===== config.mk =====
export PLATFORM = sky130hd
export DESIGN_NAME = ifd_decoder
export DESIGN_NICKNAME = d
export VERILOG_FILES = /design/src/ifd_phase_gen.v /design/src/ifd_decoder.v
export VERILOG_INCLUDE_DIRS = /design/src /design/src/include
export SDC_FILE = /design/constraint.sdc
export NUM_CORES = 1
export LEC_CHECK = 0
export ABC_CLOCK_PERIOD_IN_PS = 1650
export BUFFER_PORTS_ARGS = -buffer_cell sky130_fd_sc_hd__buf_2
export CAP_MARGIN = 40
export CELL_PAD_IN_SITES_DETAIL_PLACEMENT = 1
export CELL_PAD_IN_SITES_GLOBAL_PLACEMENT = 1
export CORE_MARGIN = 1
export CORE_UTILIZATION = 25
export CTS_BUF_LIST = sky130_fd_sc_hd__clkbuf_4 sky130_fd_sc_hd__clkbuf_8
export CTS_CLUSTER_SIZE = 16
export DETAILED_ROUTE_END_ITERATION = 8
export PLACE_DENSITY = 0.67
export SYNTH_ARGS = -nofsm -noshare
export SYNTH_HDL_FRONTEND = slang
export SYNTH_SLANG_ARGS = --single-unit
export TNS_END_PERCENT = 10

===== constraint.sdc =====
create_clock -name ref_clk_in -period 1.65 [get_ports ref_clk_in]
set_clock_uncertainty 0.15 [all_clocks]
set_input_delay 0.495 -clock ref_clk_in [delete_from_list [all_inputs] [get_ports ref_clk_in]]
set_output_delay 0.495 -clock ref_clk_in [all_outputs]
set_load 0.01 [all_outputs]

===== src/include/ifd_regs.vh =====
// Constants for the instruction format decoder: fields, encodings, timing
`ifndef IFD_REGS_VH
`define IFD_REGS_VH

// Word and field layout
`define IFD_WORD_W 14
`define IFD_OPC_HI 13
`define IFD_BYTE_OPC_LO 8
`define IFD_DEST_BIT 7
`define IFD_FILE_HI 6
`define IFD_FILE_LO 0
`define IFD_BIT_OPC_LO 10
`define IFD_BITNUM_HI 9
`define IFD_BITNUM_LO 7
`define IFD_K8_HI 7
`define IFD_K11_HI 10
`define IFD_K7_HI 6
`define IFD_K5_HI 4
`define IFD_K9_HI 8
`define IFD_PTRO_N_BIT 6
`define IFD_K6_HI 5
`define IFD_PTRI_N_BIT 2
`define IFD_MODE_HI 1

// Destination select values
`define IFD_DEST_ACC 1'b0
`define IFD_DEST_FILE 1'b1

// Instruction groups
`define IFD_CLS_BYTE 2'h0
`define IFD_CLS_BIT 2'h1
`define IFD_CLS_LIT 2'h2

// Word formats
`define IFD_FMT_BYTE 3'h0
`define IFD_FMT_BIT 3'h1
`define IFD_FMT_GEN 3'h2
`define IFD_FMT_ABS 3'h3
`define IFD_FMT_PAGE 3'h4
`define IFD_FMT_BANK 3'h5
`define IFD_FMT_REL 3'h6
`define IFD_FMT_PTR 3'h7

// Encodings: pattern and care mask; a zero mask bit is a don't-care
`define IFD_P_CALL 14'h2000
`define IFD_M_CALL 14'h3800
`define IFD_P_GOTO 14'h2800
`define IFD_M_GOTO 14'h3800
`define IFD_P_BRA 14'h3200
`define IFD_M_BRA 14'h3E00
`define IFD_P_PAGE 14'h3180
`define IFD_M_PAGE 14'h3F80
`define IFD_P_BANK 14'h0020
`define IFD_M_BANK 14'h3FE0
`define IFD_P_ADDP 14'h3100
`define IFD_M_ADDP 14'h3F80
`define IFD_P_PTRO 14'h3F00
`define IFD_M_PTRO 14'h3F00
`define IFD_P_PTRI 14'h0010
`define IFD_M_PTRI 14'h3FF0
`define IFD_P_RET 14'h0008
`define IFD_P_RETI 14'h0009
`define IFD_P_CALL_VIA_ACCUMULATOR 14'h000A
`define IFD_P_BRW 14'h000B
`define IFD_M_FULL 14'h3FFF
`define IFD_P_RETLIT 14'h3400
`define IFD_M_BYTEOP 14'h3F00
`define IFD_P_DECSZ 14'h0B00
`define IFD_P_INCSZ 14'h0F00
`define IFD_P_MOVWF 14'h0080
`define IFD_M_MOVWF 14'h3F80
`define IFD_M_BITOP 14'h3C00
`define IFD_P_BCLR 14'h1000
`define IFD_P_BSET 14'h1400
`define IFD_P_SKCLR 14'h1800
`define IFD_P_SKSET 14'h1C00

// Indirect access register addresses
`define IFD_INDF0 7'h00
`define IFD_INDF1 7'h01

// Timing
`define IFD_PHASES 4
`define IFD_PH_READ 2'h0
`define IFD_PH_WRITE 2'h3
`define IFD_PH_LAST 2'h3
`define IFD_CYC_ONE 2'h1
`define IFD_CYC_TWO 2'h2

`endif


===== src/ifd_phase_gen.v =====
// Oscillator phase counter: four oscillator cycles per instruction cycle
`timescale 1ns/1ps
module ifd_phase_gen
(
   input wire clk_in,
   input wire rst_n_in,
   output reg [1:0] phase_out,
   output wire last_out
);
`include "ifd_regs.vh"

   // Free running; every instruction cycle spans phases 0..3
   always @(posedge clk_in or negedge rst_n_in)
   begin
      if (!rst_n_in)
         phase_out <= 2'h0;
      else
         phase_out <= phase_out + 2'h1;
   end

   assign last_out = (phase_out == `IFD_PH_LAST);

endmodule


===== src/ifd_decoder.v =====
// Instruction format decoder with cycle sequencing and read-modify-write strobes
`timescale 1ns/1ps
// Behaviour
// - each instruction is one 14-bit word holding opcode and all operands
// - every word is classed byte-oriented, bit-oriented, or literal/control
// - instructions take one instruction cycle unless an exception applies
// - absolute call and call via accumulator take two cycles
// - return, return with literal and return from interrupt take two cycles
// - jumps, branches and taken skips take two cycles
// - indirect access while pointer addresses program memory adds one cycle
// - one instruction cycle is four oscillator cycles
// - a named file register is read, modified, then written, always read
// - destination bit 0 sends result to accumulator, 1 to file register
// - file address is seven bits, 0x00 to 0x7F in current bank
// - byte format: opcode 13..8, destination 7, file address 6..0
// - bit format: opcode 13..10, bit number 9..7, file address 6..0
// - general literal format: opcode 13..8, eight-bit immediate 7..0
// - absolute call and jump: opcode 13..11, eleven-bit target 10..0
// - page load: opcode 13..7, seven-bit immediate 6..0
// - bank load: opcode 13..5, five-bit bank number 4..0
// - relative branch: opcode 13..9, nine-bit offset 8..0
// - pointer offset: opcode 13..7, pointer 6, six-bit offset 5..0
// - pointer increment: opcode 13..3, pointer 2, two-bit mode 1..0
// - pointer number selects one of two pointers and indirect registers
// - don't-care bit positions are ignored, either value accepted
// - taken branch or skip lasts two cycles, second one a no-operation
module ifd_decoder
(
   input wire ref_clk_in,
   input wire reset_n_in,
   input wire [13:0] instr_word_in,
   input wire instr_valid_in,
   input wire skip_cond_in,
   input wire [1:0] ptr_msb_in,
   output reg instr_ready_out,
   output reg busy_out,
   output reg [1:0] class_out,
   output reg [2:0] format_out,
   output reg [6:0] opcode_out,
   output reg dest_sel_out,
   output reg [6:0] file_addr_out,
   output reg [2:0] bit_num_out,
   output reg [7:0] imm8_out,
   output reg [10:0] imm11_out,
   output reg [6:0] imm7_out,
   output reg [4:0] imm5_out,
   output reg [8:0] imm9_out,
   output reg [5:0] imm6_out,
   output reg ptr_num_out,
   output reg [1:0] ptr_mode_out,
   output reg [1:0] phase_out,
   output reg [1:0] cycle_idx_out,
   output reg [1:0] cycles_out,
   output reg nop_cycle_out,
   output reg file_read_out,
   output reg file_write_out,
   output reg acc_write_out,
   output reg done_out
);
`include "ifd_regs.vh"

   localparam ST_IDLE = 1'b0;
   localparam ST_RUN = 1'b1;

   ////////////////////////////////////////////////////////////////////////////
   // Masked match; cleared mask bits are don't-care positions
   function match;
      input [13:0] word;
      input [13:0] pat;
      input [13:0] msk;
      begin
         match = ((word & msk) == (pat & msk));
      end
   endfunction

   ////////////////////////////////////////////////////////////////////////////
   // Reset release through two flops
   reg rst_meta_reg;
   reg rst_sync_reg;
   always @(posedge ref_clk_in or negedge reset_n_in)
   begin
      if (!reset_n_in)
      begin
         rst_meta_reg <= 1'b0;
         rst_sync_reg <= 1'b0;
      end
      else
      begin
         rst_meta_reg <= 1'b1;
         rst_sync_reg <= rst_meta_reg;
      end
   end

   ////////////////////////////////////////////////////////////////////////////
   // Oscillator phase within the instruction cycle
   wire [1:0] phase;
   wire phase_last;
   ifd_phase_gen u_phase
   (
      .clk_in(ref_clk_in),
      .rst_n_in(rst_sync_reg),
      .phase_out(phase),
      .last_out(phase_last)
   );

   ////////////////////////////////////////////////////////////////////////////
   // Combinational decode of the incoming word
   wire [13:0] w = instr_word_in;
   wire is_call = match(w, `IFD_P_CALL, `IFD_M_CALL);
   wire is_goto = match(w, `IFD_P_GOTO, `IFD_M_GOTO);
   wire is_bra = match(w, `IFD_P_BRA, `IFD_M_BRA);
   wire is_page = match(w, `IFD_P_PAGE, `IFD_M_PAGE);
   wire is_bank = match(w, `IFD_P_BANK, `IFD_M_BANK);
   wire is_addp = match(w, `IFD_P_ADDP, `IFD_M_ADDP);
   wire is_ptro = match(w, `IFD_P_PTRO, `IFD_M_PTRO);
   wire is_ptri = match(w, `IFD_P_PTRI, `IFD_M_PTRI);
   wire is_call_via_accumulator = match(w, `IFD_P_CALL_VIA_ACCUMULATOR, `IFD_M_FULL);
   wire is_brw = match(w, `IFD_P_BRW, `IFD_M_FULL);
   wire is_ret = match(w, `IFD_P_RET, `IFD_M_FULL);
   wire is_reti = match(w, `IFD_P_RETI, `IFD_M_FULL);
   wire is_retlit = match(w, `IFD_P_RETLIT, `IFD_M_BYTEOP);
   wire is_bclr = match(w, `IFD_P_BCLR, `IFD_M_BITOP);
   wire is_bset = match(w, `IFD_P_BSET, `IFD_M_BITOP);
   wire is_skclr = match(w, `IFD_P_SKCLR, `IFD_M_BITOP);
   wire is_skset = match(w, `IFD_P_SKSET, `IFD_M_BITOP);
   wire is_decsz = match(w, `IFD_P_DECSZ, `IFD_M_BYTEOP);
   wire is_incsz = match(w, `IFD_P_INCSZ, `IFD_M_BYTEOP);
   wire is_movwf = match(w, `IFD_P_MOVWF, `IFD_M_MOVWF);

   // Byte group: the 00 space above the control block, move-to-file, plus the five
   // shift and carry ops that live in the 11 space
   wire [3:0] mid = w[11:8];
   wire hi_byte = (w[13:12] == 2'b11) && ((mid == 4'h5) || (mid == 4'h6) ||
                  (mid == 4'h7) || (mid == 4'hB) || (mid == 4'hD));
   wire is_byte = ((w[13:12] == 2'b00) && (mid != 4'h0)) || is_movwf || hi_byte;
   wire is_bit = (w[13:12] == 2'b01);

   reg [1:0] cls;
   reg [2:0] fmt;
   reg [6:0] opc;
   always @*
   begin
      cls = `IFD_CLS_LIT;
      fmt = `IFD_FMT_GEN;
      opc = {1'b0, w[13:8]};
      if (is_byte)
      begin
         cls = `IFD_CLS_BYTE;
         fmt = `IFD_FMT_BYTE;
         opc = {1'b0, w[13:`IFD_BYTE_OPC_LO]};
      end
      else if (is_bit)
      begin
         cls = `IFD_CLS_BIT;
         fmt = `IFD_FMT_BIT;
         opc = {3'h0, w[13:`IFD_BIT_OPC_LO]};
      end
      else if (is_call || is_goto)
      begin
         fmt = `IFD_FMT_ABS;
         opc = {4'h0, w[13:11]};
      end
      else if (is_page || is_addp)
      begin
         fmt = is_page ? `IFD_FMT_PAGE : `IFD_FMT_PTR;
         opc = w[13:7];
      end
      else if (is_ptro)
      begin
         fmt = `IFD_FMT_PTR;
         opc = w[13:7];
      end
      else if (is_bank)
      begin
         fmt = `IFD_FMT_BANK;
         opc = w[13:7];
      end
      else if (is_bra)
      begin
         fmt = `IFD_FMT_REL;
         opc = {2'h0, w[13:9]};
      end
      else if (is_ptri)
      begin
         fmt = `IFD_FMT_PTR;
         opc = w[13:7];
      end
   end

   // Pointer number: bit 6 for offset forms, bit 2 for increment forms
   wire ptr_n = is_ptri ? w[`IFD_PTRI_N_BIT] : w[`IFD_PTRO_N_BIT];

   // Indirect access through a pointer whose top bit selects program memory
   wire [6:0] faddr = w[`IFD_FILE_HI:`IFD_FILE_LO];
   wire names_indirect_access_register = (is_byte || is_bit) &&
                     ((faddr == `IFD_INDF0) || (faddr == `IFD_INDF1));
   wire indirect_access_register_prog = names_indirect_access_register && ptr_msb_in[faddr[0]];
   wire ptr_prog = (is_ptri || is_ptro) && ptr_msb_in[ptr_n];
   wire extra = indirect_access_register_prog || ptr_prog;

   // Fixed two-cycle flows; conditional skips extend only when taken
   wire flow2 = is_call || is_call_via_accumulator ||
                is_ret || is_retlit || is_reti ||
                is_goto || is_bra || is_brw;
   wire is_skip = is_skclr || is_skset || is_decsz || is_incsz;
   wire [1:0] base_cyc = flow2 ? `IFD_CYC_TWO : `IFD_CYC_ONE;
   wire [1:0] cyc_total = base_cyc + {1'b0, extra};

   // Write targets of file-addressed instructions
   wire d_bit = w[`IFD_DEST_BIT];
   wire wr_file = (is_byte && (d_bit == `IFD_DEST_FILE)) || is_bclr || is_bset;
   wire wr_acc = is_byte && (d_bit == `IFD_DEST_ACC);

   ////////////////////////////////////////////////////////////////////////////
   // Sequencer state
   reg state_reg;
   reg [1:0] cyc_reg;
   reg [1:0] total_reg;
   reg skip_reg;
   reg flow_reg;
   reg rmw_reg;
   reg wf_reg;
   reg wa_reg;

   // A word is taken at the last phase so its first cycle starts at phase 0;
   // this also lets words follow back to back with no bubble
   wire finishing = (state_reg == ST_RUN) && phase_last &&
                    (cyc_reg == total_reg - 2'h1) &&
                    !(skip_reg && (cyc_reg == 2'h0) && skip_cond_in);
   wire can_take = phase_last && ((state_reg == ST_IDLE) || finishing);
   wire take = can_take && instr_valid_in;

   reg state_next;
   always @*
   begin
      state_next = state_reg;
      case (state_reg)
         ST_IDLE:
         begin
            if (take)
               state_next = ST_RUN;
         end
         ST_RUN:
         begin
            if (finishing && !take)
               state_next = ST_IDLE;
         end
         default:
            state_next = ST_IDLE;
      endcase
   end

   // Cycle count and skip extension
   always @(posedge ref_clk_in or negedge rst_sync_reg)
   begin
      if (!rst_sync_reg)
      begin
         state_reg <= ST_IDLE;
         cyc_reg <= 2'h0;
         total_reg <= `IFD_CYC_ONE;
         skip_reg <= 1'b0;
         flow_reg <= 1'b0;
         rmw_reg <= 1'b0;
         wf_reg <= 1'b0;
         wa_reg <= 1'b0;
      end
      else
      begin
         state_reg <= state_next;
         if (take)
         begin
            cyc_reg <= 2'h0;
            total_reg <= cyc_total;
            skip_reg <= is_skip;
            flow_reg <= flow2;
            rmw_reg <= is_byte || is_bit;
            wf_reg <= wr_file;
            wa_reg <= wr_acc;
         end
         else if ((state_reg == ST_RUN) && phase_last)
         begin
            cyc_reg <= cyc_reg + 2'h1;
            // Taken skip: one more cycle, run as a no-operation
            if (skip_reg && (cyc_reg == 2'h0) && skip_cond_in)
            begin
               total_reg <= total_reg + 2'h1;
               flow_reg <= 1'b1;
            end
         end
      end
   end

   ////////////////////////////////////////////////////////////////////////////
   // Registered fields, latched when a word is taken; cycles_out also grows by one on a taken skip
   always @(posedge ref_clk_in or negedge rst_sync_reg)
   begin
      if (!rst_sync_reg)
      begin
         class_out <= `IFD_CLS_LIT;
         format_out <= `IFD_FMT_GEN;
         opcode_out <= 7'h00;
         dest_sel_out <= `IFD_DEST_FILE;
         file_addr_out <= 7'h00;
         bit_num_out <= 3'h0;
         imm8_out <= 8'h00;
         imm11_out <= 11'h000;
         imm7_out <= 7'h00;
         imm5_out <= 5'h00;
         imm9_out <= 9'h000;
         imm6_out <= 6'h00;
         ptr_num_out <= 1'b0;
         ptr_mode_out <= 2'h0;
         cycles_out <= `IFD_CYC_ONE;
      end
      else
      begin
         if (take)
         begin
            class_out <= cls;
            format_out <= fmt;
            opcode_out <= opc;
            dest_sel_out <= d_bit;
            file_addr_out <= faddr;
            bit_num_out <= w[`IFD_BITNUM_HI:`IFD_BITNUM_LO];
            imm8_out <= w[`IFD_K8_HI:0];
            imm11_out <= w[`IFD_K11_HI:0];
            imm7_out <= w[`IFD_K7_HI:0];
            imm5_out <= w[`IFD_K5_HI:0];
            imm9_out <= w[`IFD_K9_HI:0];
            imm6_out <= w[`IFD_K6_HI:0];
            ptr_num_out <= ptr_n;
            ptr_mode_out <= w[`IFD_MODE_HI:0];
            cycles_out <= cyc_total;
         end
         else if ((state_reg == ST_RUN) && phase_last && skip_reg &&
                  (cyc_reg == 2'h0) && skip_cond_in)
            cycles_out <= total_reg + 2'h1;
      end
   end

   ////////////////////////////////////////////////////////////////////////////
   // Status and read-modify-write strobes, one oscillator cycle late
   wire run_now = (state_reg == ST_RUN);
   always @(posedge ref_clk_in or negedge rst_sync_reg)
   begin
      if (!rst_sync_reg)
      begin
         instr_ready_out <= 1'b0;
         busy_out <= 1'b0;
         phase_out <= 2'h0;
         cycle_idx_out <= 2'h0;
         nop_cycle_out <= 1'b0;
         file_read_out <= 1'b0;
         file_write_out <= 1'b0;
         acc_write_out <= 1'b0;
         done_out <= 1'b0;
      end
      else
      begin
         // Ready shows the take window of the coming edge one cycle early
         instr_ready_out <= (phase == 2'h2) &&
                            ((state_reg == ST_IDLE) || (cyc_reg == total_reg - 2'h1));
         busy_out <= run_now;
         phase_out <= phase;
         cycle_idx_out <= cyc_reg;
         nop_cycle_out <= run_now && flow_reg && (cyc_reg != 2'h0);
         // Read even for write-only ops such as clear or move-to-file
         file_read_out <= run_now && rmw_reg && (cyc_reg == 2'h0) &&
                          (phase == `IFD_PH_READ);
         file_write_out <= run_now && wf_reg && (cyc_reg == 2'h0) &&
                           (phase == `IFD_PH_WRITE);
         acc_write_out <= run_now && wa_reg && (cyc_reg == 2'h0) &&
                          (phase == `IFD_PH_WRITE);
         done_out <= finishing;
      end
   end

endmodule


# After elaboration in Yosys (flattened, before gate mapping)
# Cells that the tools add are included.
[word_totals]
wordCells = 180
regBits = 92
[op_classes]
n_bitwise = 2
addsub = 5
n_mux = 38
n_eq_ne = 31
n_reduce_logical = 68
order_cmp = 2
[ops]
columns = ["operator", "n"]
rows = [
  ["== test 14 x 4 -> 1 bit, second input constant", 4],
  ["two-way mux 7 bit", 8],
  ["logical AND 1 bit", 30],
  ["== test 4 x 3 -> 1 bit, second input constant", 7],
  ["logical OR 1 bit", 26],
  ["two-way mux 3 bit", 8],
  ["two-way mux 2 bit", 11],
  ["== test 7 x 1 -> 1 bit, second input constant", 2],
  ["== test 7 bit, second input constant", 2],
  ["== test 6 x 4 -> 1 bit, second input constant", 2],
  ["== test 6 bit, second input constant", 2],
  ["== test 10 x 1 -> 1 bit, second input constant", 1],
  ["two-way mux 1 bit", 10],
  ["== test 9 x 1 -> 1 bit, second input constant", 1],
  ["== test 4 bit, second input constant", 2],
  ["nonzero test 2 bit", 4],
  ["zero test 7 bit", 1],
  ["adder 2 x 1 -> 2 bit, second input constant", 3],
  ["== test 2 bit, second input constant", 3],
  ["== test 3 bit, second input constant", 2],
  ["zero test 2 bit", 3],
  ["== test 5 bit, second input constant", 1],
  ["< comparator 1 x 2 -> 1 bit, second input constant", 2],
  ["nonzero test 4 bit", 1],
  ["8 further kinds", 10],
]

# Longest topological paths before layout
# Gate-level depths: netlist of the first run.
[depth]
depth_word = 13
mapped_depth = 9
depth_no_buf = 8

# Cells and area by module
# A second synthesis of the first run with hierarchy kept.
[hier_totals]
hier_cells = 271
hier_area_um2 = 2867.8
[modules_own_cells]
columns = ["module", "seq_area_each_um2", "area_each_um2", "instances", "cells_per_inst"]
rows = [
  ["ifd_decoder", 1257.5, 2801.4, 1, 267],
  ["ifd_phase_gen", 50.0, 66.3, 1, 4],
]

# Worst setup path before layout of the first run
# No wires, ideal clock.
[synth_timing]
path_type = "input port to flip-flop"
from = "in instr_word_in[11]"
to = "reg cycles_out[0]"
t_required_ns = 1.439
setup_slack_ns = -0.774
arrival_time_ns = 2.213
path_stages = 8
cell_sequence = "buf_6 or4_4 nor3_4 nor3_1 o22a_1 ha_1 o22ai_1 a31o_1"
[synth_via]
elab_chain_cells = 13
[synth_rtl]
columns = ["element", "line_no", "rtl"]
rows = [
  ["start: declaration", "ifd_decoder.v:31", "input wire [13:0] instr_word_in,"],
  ["== test 4 x 3 -> 1 bit", "ifd_decoder.v:133", "wire hi_byte = (w[13:12] == 2'b11) && ((mid == 4'h5) || (mid == 4'h6) ||"],
  ["logical OR 1 bit (2 in series)", "ifd_decoder.v:133", ""],
  ["logical OR 1 bit (2 in series)", "ifd_decoder.v:134", "(mid == 4'h7) || (mid == 4'hB) || (mid == 4'hD));"],
  ["logical AND 1 bit", "ifd_decoder.v:133", ""],
  ["logical OR 1 bit", "ifd_decoder.v:135", "wire is_byte = ((w[13:12] == 2'b00) && (mid != 4'h0)) || is_movwf || hi_byte;"],
  ["logical OR 1 bit", "ifd_decoder.v:195", "wire names_indirect_access_register = (is_byte || is_bit) &&"],
  ["logical AND 1 bit", "ifd_decoder.v:195", ""],
  ["logical AND 1 bit", "ifd_decoder.v:197", "wire indirect_access_register_prog = names_indirect_access_register && ptr_msb_in[faddr[0]];"],
  ["logical OR 1 bit", "ifd_decoder.v:199", "wire extra = indirect_access_register_prog || ptr_prog;"],
  ["adder 2 x 1 -> 2 bit (*)", "ifd_decoder.v:207", "wire [1:0] cyc_total = base_cyc + {1'b0, extra};"],
  ["two-way mux 2 bit (*)", "ifd_decoder.v:317", "if (take)"],
  ["end signal: assignment", "ifd_decoder.v:313", "cycles_out <= `IFD_CYC_ONE;"],
  ["end signal: assignment", "ifd_decoder.v:333", "cycles_out <= cyc_total;"],
  ["end signal: assignment", "ifd_decoder.v:337", "cycles_out <= total_reg + 2'h1;"],
  ["end: declaration", "ifd_decoder.v:53", "output reg [1:0] cycles_out,"],
]
# Every way passes the cells marked *; elsewhere a longest branch is shown, timed or not. The select of a mux whose other input is x is not followed.
# A chain may end at the register's enable or synchronous reset.

# Worst setup path in the final report of the first run
[layout_timing]
from = "in instr_word_in[10]"
to = "reg total_reg[0]"
[layout_via]
elab_chain_cells = 13
[layout_rtl]
columns = ["element", "line_no", "rtl"]
rows = [
  ["== test 4 x 3 -> 1 bit", "ifd_decoder.v:133", ""],
  ["logical OR 1 bit (2 in series)", "ifd_decoder.v:133", ""],
  ["logical OR 1 bit (2 in series)", "ifd_decoder.v:134", ""],
  ["logical AND 1 bit", "ifd_decoder.v:133", ""],
  ["logical OR 1 bit", "ifd_decoder.v:135", ""],
  ["logical OR 1 bit", "ifd_decoder.v:195", ""],
  ["logical AND 1 bit", "ifd_decoder.v:195", ""],
  ["logical AND 1 bit", "ifd_decoder.v:197", ""],
  ["logical OR 1 bit", "ifd_decoder.v:199", ""],
  ["adder 2 x 1 -> 2 bit (*)", "ifd_decoder.v:207", ""],
  ["two-way mux 2 bit (*)", "ifd_decoder.v:270", "if (take)"],
  ["end signal: assignment", "ifd_decoder.v:260", "total_reg <= `IFD_CYC_ONE;"],
  ["end signal: assignment", "ifd_decoder.v:273", "total_reg <= cyc_total;"],
  ["end signal: assignment", "ifd_decoder.v:286", "total_reg <= total_reg + 2'h1;"],
  ["end: declaration", "ifd_decoder.v:218", "reg [1:0] total_reg;"],
]
# Marks and branches as above.

==> flow_summary_export.csv, run 1 <==
group,metric,value,unit
timing,setup_viol,37,
layout,nets,458,
pwr,peakVddDrop,0.7028,mV
logic_synthesis,yosysSeqAreaShare,45.16,%
grt,grt_busiest_layer,"met2",
grt,grt-ovfl-total,0,
clock_tree,clk_transition_reported_paths,110,ps
route,drcViolationCount,0,
pwr,seq_power_share,37.8,%
grt,grt_pass1_vias,2551,
die,dieWidth,109.6,µm
layout,regArea,0.001313,mm²
timing,period_share,124.2,%
grt,grt_use_met1,19.34,%
die,core-area,0.01108,mm²
grt,antenna_found_initial,0,
logic_synthesis,ys_ff_latch,52,
critical_path,cpPeakStageDelay,580,ps
critical_path,startpoint_type,"input port",
outcome,status,"finished, violations left",
logic_synthesis,yosys_warnings,0,
layout,layout_commonest_cell,"buf_2",
layout,multi_input_comb_area,0.001353,mm²
layout,final_area,0.004287,mm²
timing,min_period,2049,ps
route,drt-pass1-iter-count,4,
clock_tree,worst_skew_pair.late_latency,310,ps
run,maxCapViolCount,0,
clock_tree,cts-buffers-inserted,5,
timing,hold_viol_final,0,
timing,rsz0062_at_grt,"true",
clock_tree,htreeDepth,2,
layout,top_regs,"imm8_out x7, opcode_out x7, format_out x3",
critical_path,rrSetupSlack,-190,ps
clock_tree,cts_tree,"yes",
outcome,violations,"setup timing",
logic_synthesis,synth_ff_type,"dfrtp_1",
critical_path,crit_slowest_cell,"or4_4",
die,start_util,26.14,%
route,wire_per_inst,16.18,µm
critical_path,cp_max_fo,6,
clock_tree,cts_max_path_buffers,2,
route,finalWirelength,9287,µm
logic_synthesis,avgSynthCellArea,9.462,µm²
grt,use_met2,26.10,%
layout,drive_gt1_share,60.60,%
critical_path,worstPathCellList,"buf_8, or4_4, nor3_4, nor3_2, o22a_1, ha_4, o22ai_4, a31o_1",
route,detail-route-antenna-nets,0,
logic_synthesis,netlist_instances,306,
layout,diodes,0,
critical_path,required,1760,ps
timing,setup_slack,-398.9,ps
grt,grt_max_degree,51,
timing,holdWs,100.2,ps
grt,grt_pass1_wl,13460,µm
pwr,powerDensity,1371,mW/mm²
pwr,power_frac_comb,48.9,%
critical_path,path_buf_inv,1,
critical_path,cp.arrival,2150,ps
place,dpl.hpwl,6819,µm
layout,area_growth,48.06,%
grt,grtUsageMet3,2.193,%
die,io_pins,105,
place,port_buffers,104,
pwr,switching_share,40.24,%
grt,grt_usage,15.01,%
logic_synthesis,synth_enable_flop_cells,0,
clock_tree,root_buffer,"clkbuf_8",
pwr,leakage,2.127,nW
worst_hold_path,min_path_type,"reg -> async",
pwr,internal_power,3.513,mW
timing,clock.fmax,0.4881,GHz
route,drtIter0Drc,96,
layout,fill_cells,1281,
critical_path,worstSetupPathType,"in -> reg",
critical_path,endpoint_kind,"flip-flop",
critical_path,cp_top_family,"simple AND/OR/NAND/NOR gates",
logic_synthesis,synth_nets,331,
logic_synthesis,async_reset_ff_share,100.0,%
place,dpl_cell_area,0.003697,mm²
logic_synthesis,yosysUniqueCellTypes,51,
die,die_area,0.01202,mm²
logic_synthesis,synth_area,0.002895,mm²
route,viasPerCell,4.544,
die,fp-row-count,38,
layout,final_cell_mix,"buf_2 (96), buf_4 (62), dfrtp_1 (43)",
place,place.gp.congestion,0.8199,
die,die_h,109.6,µm
pwr,p_clk_share,13.3,%
timing,maxSlewViolCount,0,
route,vias,2608,
clock_tree,clock_sinks,52,
pwr,p_sw,2.366,mW
## logic make-up after synthesis
logic type / count (synthesis) / share of synthesized area (%)
xor+xnor: 4 / 1.210
compound gates: 58 / 14.04
other cells: 1 / 0.1295
simple gates: 111 / 18.58
fa+ha+maj: 5 / 2.161
buf+inv: 70 / 16.81
flops: 52 / 45.16
mux: 5 / 1.901
## worst reg2reg max path, delay by kind of cell (launching register included)
family / cells / cell delay [ps]
AND/OR/NAND/NOR: 2 / 170
buffers and inverters: 3 / 400
flip-flops: 1 / 440
AO/OA/AOI/OAI: 2 / 430
adder cells (fa/ha/maj): 1 / 170
## stage by stage
stage / utilization (%) / setup slack [ps] / total power, mW / setup TNS, ps / std cells
floorplan: - / -623.4 / 4.105 / -8277 / 306
global placement: 33.37 / -724.7 / 4.671 / -9675 / 553
detailed placement: 33.37 / -767.2 / 4.753 / -11840 / 553
CTS: 35.84 / -366.6 / 5.735 / -3866 / 567
global route: 38.69 / -431.9 / 6.348 / -8263 / 574
finish: 38.69 / -398.9 / 5.879 / -6079 / 574
## final timing paths
path / endpoint / from / cells after the start
worst min-delay path: file_read_out / rst_sync_reg / 1
worst max-delay path: total_reg[0] / instr_word_in[10] / 8
worst max register to register: wa_reg / cyc_reg[1] / 8
worst min register to register: file_read_out / rst_sync_reg / 1
min in group ref_clk_in: rst_sync_reg / rst_meta_reg / 0
max in group asynchronous: rst_sync_reg / reset_n_in / 2
## repair_timing
item / CTS / global route
endpoints found under the hold margin: 2 / 0
pin swaps: 11 / 12
gates cloned: 0 / 4
endpoints found under the setup margin: 39 / 65
hold buffers: 1 / 0
resized for setup: 34 / 52
buffers inserted: 5 / 3
## Yosys cell counts, types with 5 or more instances
| master | instances | area share, % |
|---|---|---|
| nand2_1 | 56 | 7.3 |
| buf_4 | 49 | 13 |
| dfrtp_1 | 47 | 41 |
| nor2_1 | 16 | 2.1 |
| a21oi_1 | 10 | 1.7 |
| o21ai_0 | 10 | 1.7 |
| inv_1 | 8 | 1.0 |
| nand3_1 | 8 | 1.4 |
| a31oi_1 | 7 | 1.5 |
| buf_2 | 7 | 1.2 |
| o21ai_1 | 7 | 1.2 |
| nor2b_1 | 6 | 1.3 |
| nor3_1 | 6 | 1.0 |
| dfstp_2 | 5 | 4.5 |
| ha_1 | 5 | 2.2 |
## power by group through the flow
stage / Clock, mW / Sequential, mW / Combinational, mW
after global placement: 0 / 2.18 / 2.49
after CTS: 0.821 / 2.19 / 2.72
after global routing: 0.858 / 2.32 / 3.17
after detailed placement: 0 / 2.21 / 2.55
after floorplan: 0 / 2.37 / 1.74
final: 0.781 / 2.22 / 2.87
## per-layer routing
layer	part of all wire, %	up-vias	routed length (µm)
met5	0	-	0
met4	1.0	0	97
met3	3.2	5	297
met2	50	68	4629
met1	46	1293	4263
li1	-	1242	-
## area by class of cell
type | count | area share (%)
multi-input cells | 184 | 31.55
repair buffers | 182 | 30.91
flip-flops and latches | 52 | 30.62
clock buffers | 5 | 1.605
clock inverters | 3 | 0.5254
well taps | 140 | 4.086
inverters | 8 | 0.7005
No activity file was read; power rests on OpenSTA's default activity.
==> inputs of run 2 (changes only) <==
--- a/config.mk
+++ b/config.mk
@@ -17,6 +17,7 @@
 export CTS_CLUSTER_SIZE = 16
 export DETAILED_ROUTE_END_ITERATION = 8
 export PLACE_DENSITY = 0.67
+export SETUP_SLACK_MARGIN = 0.02
 export SYNTH_ARGS = -nofsm -noshare
 export SYNTH_HDL_FRONTEND = slang
 export SYNTH_SLANG_ARGS = --single-unit
==> run 2 against run 1 <==
Compared with the run above: the flow still finishes with violations (setup timing); worst setup slack better by 1.2 ps; core utilization grew 0.068 points; flip-flop and latch count unchanged; critical endpoint unchanged; largest power group unchanged; critical path type unchanged.
==> flow_summary_export.csv, run 2 (synthesis results as in run 1) <==
group,metric,value,unit
clock_tree,clock_sinks,52,
die,fp-row-count,38,
pwr,peakVddDrop,0.7028,mV
grt,grt_usage,15.01,%
place,pre_cts_slack,-767.2,ps
critical_path,cpPeakStageDelay,580,ps
grt,antenna_found_initial,0,
outcome,violations,"setup timing",
grt,grt_pass1_wl,13460,µm
outcome,status,"finished, violations left",
timing,min_period,2048,ps
clock_tree,htreeDepth,2,
die,core-area,0.01108,mm²
grt,use_met2,26.15,%
worst_hold_path,min_path_type,"reg -> async",
route,drcViolationCount,0,
critical_path,cp_max_fo,6,
critical_path,crit_slowest_cell,"or4_4",
die,dieWidth,109.6,µm
pwr,leakage,2.126,nW
timing,rsz0062_at_grt,"true",
critical_path,cp.arrival,2150,ps
grt,grt_use_met1,19.30,%
critical_path,worstSetupPathType,"in -> reg",
layout,diodes,0,
pwr,power_frac_comb,48.8,%
clock_tree,worst_skew_pair.late_latency,310,ps
layout,area_growth,48.31,%
pwr,seq_power_share,37.8,%
clock_tree,root_buffer,"clkbuf_8",
timing,period_share,124.1,%
place,port_buffers,104,
place,place.gp.congestion,0.8199,
route,viasPerCell,4.554,
pwr,powerDensity,1371,mW/mm²
pwr,p_clk_share,13.3,%
layout,drive_gt1_share,61.06,%
route,vias,2614,
timing,maxSlewViolCount,0,
route,detail-route-antenna-nets,0,
pwr,p_sw,2.370,mW
layout,layout_commonest_cell,"buf_2",
clock_tree,clk_transition_reported_paths,110,ps
die,io_pins,105,
pwr,internal_power,3.516,mW
critical_path,startpoint_type,"input port",
clock_tree,cts-buffers-inserted,5,
clock_tree,cts_max_path_buffers,2,
grt,grt_max_degree,51,
die,die_area,0.01202,mm²
place,dpl.hpwl,6819,µm
clock_tree,cts_tree,"yes",
run,maxCapViolCount,0,
timing,holdWs,105.6,ps
grt,grt-ovfl-total,0,
route,drtIter0Drc,115,
route,finalWirelength,9274,µm
critical_path,required,1760,ps
layout,top_regs,"imm8_out x7, opcode_out x7, format_out x3",
die,die_h,109.6,µm
layout,final_cell_mix,"buf_2 (96), buf_4 (62), dfrtp_1 (42)",
timing,setup_slack,-397.7,ps
layout,nets,458,
critical_path,worstPathCellList,"buf_8, or4_4, nor3_4, nor3_2, o22a_1, ha_4, o22ai_4, a31o_1",
timing,hold_viol_final,0,
die,start_util,26.14,%
critical_path,endpoint_kind,"flip-flop",
grt,grt_pass1_vias,2547,
grt,grt_busiest_layer,"met2",
timing,clock.fmax,0.4884,GHz
route,wire_per_inst,16.16,µm
route,drt-pass1-iter-count,4,
pwr,switching_share,40.26,%
grt,grtUsageMet3,2.193,%
timing,fin_tns_setup,-6110,ps
timing,setup_viol,37,
-- run 2: cell types whose count changed in the layout (fill, tap and decap cells not counted) --
cell     previous run  this run
dfrtp_2             4         5
dfrtp_1            43        42
a31oi_1             5         4
a31oi_2             1         2
-- run 2: layer usage --
| metal | share of wire [%] | wire length, µm |
|---|---|---|
| met1 | 46 | 4269 |
| met2 | 50 | 4630 |
| met3 | 3.0 | 278 |
| met4 | 1.0 | 97 |
| met5 | 0 | 0 |
-- run 2: final timing paths --
kind	startpoint	endpoint	cells after the start	slack, ps
worst min register to register	rst_sync_reg	opcode_out[3]	1	110
worst max-delay path	instr_word_in[10]	total_reg[0]	8	-400
worst min-delay path	rst_sync_reg	opcode_out[3]	1	110
min in group ref_clk_in	rst_meta_reg	rst_sync_reg	0	210
max in group asynchronous	reset_n_in	rst_sync_reg	2	920
worst max register to register	cyc_reg[1]	wa_reg	8	-190
-- run 2: worst max-delay path, delay by kind of cell --
kind            cells  cell delay [ps]
buf+inv             1              110
fa+ha+maj           1              280
compound gates      3              450
simple gates        3              810
-- run 2: final cells by class --
type / count / area (µm²)
well taps: 140 / 175.2
multi-input cells: 184 / 1359
fillers: 1279 / 6784
inverters: 8 / 30.03
clock buffers: 5 / 68.82
repair buffers: 182 / 1325
clock inverters: 3 / 22.52
flip-flops and latches: 52 / 1314
-- run 2: power by group through the flow --
| stage | Combinational, mW | Clock (mW) | Sequential, mW |
|---|---|---|---|
| 6_report | 2.88 | 0.785 | 2.23 |
| 5_1_grt | 3.17 | 0.858 | 2.32 |
| 4_1_cts | 2.75 | 0.821 | 2.20 |
| 3_5_place_dp | 2.55 | 0 | 2.21 |
| 3_3_place_gp | 2.49 | 0 | 2.18 |
| 2_1_floorplan | 1.74 | 0 | 2.37 |
-- run 2: through the flow --
step           util, %  cell area (µm²)  total power [mW]  cells
5_1_grt          38.76             4294             6.352    574
3_5_place_dp     33.37             3697             4.753    553
2_1_floorplan        -             2927             4.105    306
4_1_cts          36.01             3989             5.769    567
3_3_place_gp     33.37             3697             4.671    553
6_report         38.76             4294             5.887    574
-- run 2: what timing repair did --
action,in CTS,in global routing
setup buffers,5,3
cloned,0,4
hold buffers,1,0
hold endpoints to repair,2,0
gates resized for setup,37,51
setup endpoints to repair,41,68
pin swaps,11,12
==> inputs of run 3 (changes only) <==
--- a/config.mk
+++ b/config.mk
@@ -11,9 +11,9 @@
 export CAP_MARGIN = 40
 export CELL_PAD_IN_SITES_DETAIL_PLACEMENT = 1
 export CELL_PAD_IN_SITES_GLOBAL_PLACEMENT = 1
-export CORE_MARGIN = 1
+export CORE_MARGIN = 4
 export CORE_UTILIZATION = 25
-export CTS_BUF_LIST = sky130_fd_sc_hd__clkbuf_4 sky130_fd_sc_hd__clkbuf_8
+export CTS_BUF_LIST = sky130_fd_sc_hd__clkbuf_8 sky130_fd_sc_hd__clkbuf_16
 export CTS_CLUSTER_SIZE = 16
 export DETAILED_ROUTE_END_ITERATION = 8
 export PLACE_DENSITY = 0.67
==> run 3 against run 2 <==
Compared with the run above: the run still ends with setup timing left; clock power increased by 38%; die area increased by 11%; final area grew 0.58%; critical path type unchanged; highest routed layer unchanged.
==> flow_summary_export.csv, run 3 (synthesis results as in run 1) <==
group,metric,value,unit
outcome,status,"finished, violations left",
outcome,violations,"setup timing",
grt,grt-ovfl-total,0,
route,finalWirelength,9797,µm
critical_path,startpoint_type,"input port",
timing,rsz0062_at_grt,"true",
clock_tree,root_buffer,"clkbuf_16",
die,core-area,0.01137,mm²
critical_path,crit_start,"instr_word_in[10]",
critical_path,r2r-start,"cyc_reg[1]",
timing,fin_tns_setup,-8121,ps
critical_path,worstPathCellList,"buf_8, or4_4, nor3_4, nor3_2, o22a_1, ha_4, o22ai_4, a31o_1",
timing,setup_viol,36,
critical_path,critical_path_depth,8,
place,place.gp.congestion,0.8495,
route,detail-route-antenna-nets,0,
layout,final_cell_mix,"buf_2 (97), buf_4 (69), nand2_1 (48)",
critical_path,cp.arrival,2200,ps
clock_tree,clk_transition_reported_paths,70,ps
clock_tree,cts_max_path_buffers,2,
die,die_h,115.6,µm
pwr,switching_share,39.01,%
critical_path,cp_max_fo,4,
pwr,power_frac_comb,45.8,%
grt,grt_pass1_vias,2663,
critical_path,cpPeakStageDelay,570,ps
layout,top_regs,"imm8_out x7, opcode_out x7, format_out x3",
run,maxCapViolCount,0,
layout,nets,463,
clock_tree,worst_skew_pair.late_latency,300,ps
critical_path,path_buf_inv,1,
critical_path,endpoint_kind,"flip-flop",
timing,clock.fmax,0.4700,GHz
critical_path,worstSetupPathType,"in -> reg",
pwr,leakage,2.154,nW
pwr,peakVddDrop,0.6556,mV
route,drtIter0Drc,95,
layout,layout_commonest_cell,"buf_2",
timing,holdWs,45.18,ps
die,fp-row-count,39,
place,dpl.hpwl,6927,µm
clock_tree,htreeDepth,2,
grt,antenna_found_initial,0,
die,die_area,0.01337,mm²
grt,grt_usage,13.54,%
timing,setup_slack,-477.5,ps
route,vias,2706,
pwr,seq_power_share,36.4,%
clock_tree,clock_sinks,52,
grt,grt_max_degree,36,
route,drcViolationCount,0,
route,wire_per_inst,16.83,µm
critical_path,crit_slowest_cell,"or4_4",
layout,area_growth,49.18,%
layout,finalNonFillerCells,582,
die,start_util,25.46,%
timing,period_share,128.9,%
timing,maxSlewViolCount,0,
critical_path,cp_top_family,"simple AND/OR/NAND/NOR gates",
place,dpl.cell_count,559,
die,dieWidth,115.6,µm
pwr,internal_power,3.718,mW
clock_tree,cts-buffers-inserted,5,
critical_path,reg2regPathDepth,8,
place,port_buffers,104,
layout,diodes,0,
die,io_pins,105,
route,viasPerCell,4.649,
timing,min_period,2127,ps
grt,grt_pass1_wl,14320,µm
timing,hold_viol_final,0,
pwr,powerDensity,1411,mW/mm²
worst_hold_path,min_path_type,"reg -> async",
clock_tree,cts_tree,"yes",
layout,drive_gt1_share,57.86,%
pwr,p_clk_share,17.7,%
critical_path,required,1730,ps
route,drt-pass1-iter-count,4,
pwr,p_sw,2.378,mW
## run 3: changes by cell type in the layout (fill, tap and decap cells not counted), sizes merged
| cell | change |
|---|---|
| buf | +7 |
| clkbuf | -2 |
| clkinv | -2 |
| clkinvlp | +1 |
| inv | +1 |
## run 3: final timing paths
path                                   to  slack (ps)
hold / removal             bit_num_out[0]          50
setup / recovery             total_reg[0]        -480
max in group asynchronous    total_reg[0]         710
hold reg to reg            bit_num_out[0]          50
min in group ref_clk_in      rst_sync_reg         200
setup reg to reg            format_out[0]        -300
## run 3: area by class of cell
| type | instances | area (µm²) |
|---|---|---|
| clock buffer | 5 | 125.1 |
| clock inverter | 3 | 25.02 |
| fill | 1317 | 7051 |
| inverter | 8 | 30.03 |
| multi-input combinational | 184 | 1336 |
| sequential | 52 | 1310 |
| tap | 143 | 178.9 |
| timing repair buffer | 187 | 1314 |
## run 3: per-stage QoR
| step | power [mW] | worst slack, ps | utilization [%] | cell area, µm² |
|---|---|---|---|---|
| 6_report | 6.096 | -477.5 | 37.99 | 4319 |
| 5_1_grt | 6.570 | -497.3 | 37.99 | 4319 |
| 3_3_place_gp | 4.718 | -765.4 | 32.86 | 3736 |
| 4_1_cts | 5.987 | -400.4 | 35.69 | 4058 |
| 3_5_place_dp | 4.784 | -796.3 | 32.86 | 3736 |
| 2_1_floorplan | 4.105 | -623.4 | - | 2927 |
## run 3: worst register-to-register path: cells and delay by family, from the launching register on
family | cells | cell delay [ps]
mux | 1 | 320
xor+xnor | 1 | 230
simple gates | 1 | 60
buf+inv | 3 | 500
flops | 1 | 430
compound gates | 2 | 150
## run 3: repair_timing
item	4_1_cts	5_1_grt
pin swaps	13	8
endpoints found under the hold margin	2	0
setup endpoints to repair	38	45
hold buffers	1	0
gates cloned	0	2
setup buffers	4	9
resized for setup	34	33
## run 3: power by group through the flow
stage | combinational, mW | sequential (mW) | clock [mW]
after detailed placement | 2.56 | 2.22 | 0
final | 2.79 | 2.22 | 1.08
after CTS | 2.64 | 2.21 | 1.14
after floorplan | 1.74 | 2.37 | 0
after global routing | 3.07 | 2.31 | 1.18
after global placement | 2.54 | 2.18 | 0
## run 3: per-layer routing
layer	GRT usage [%]	up-vias	wire length [µm]	part of all wire (%)
li1	-	1259	-	-
met1	17.83	1329	4215	43
met2	22.45	102	4742	48
met3	2.611	16	611	6.2
met4	4.408	0	227	2.3
met5	0	-	0	0
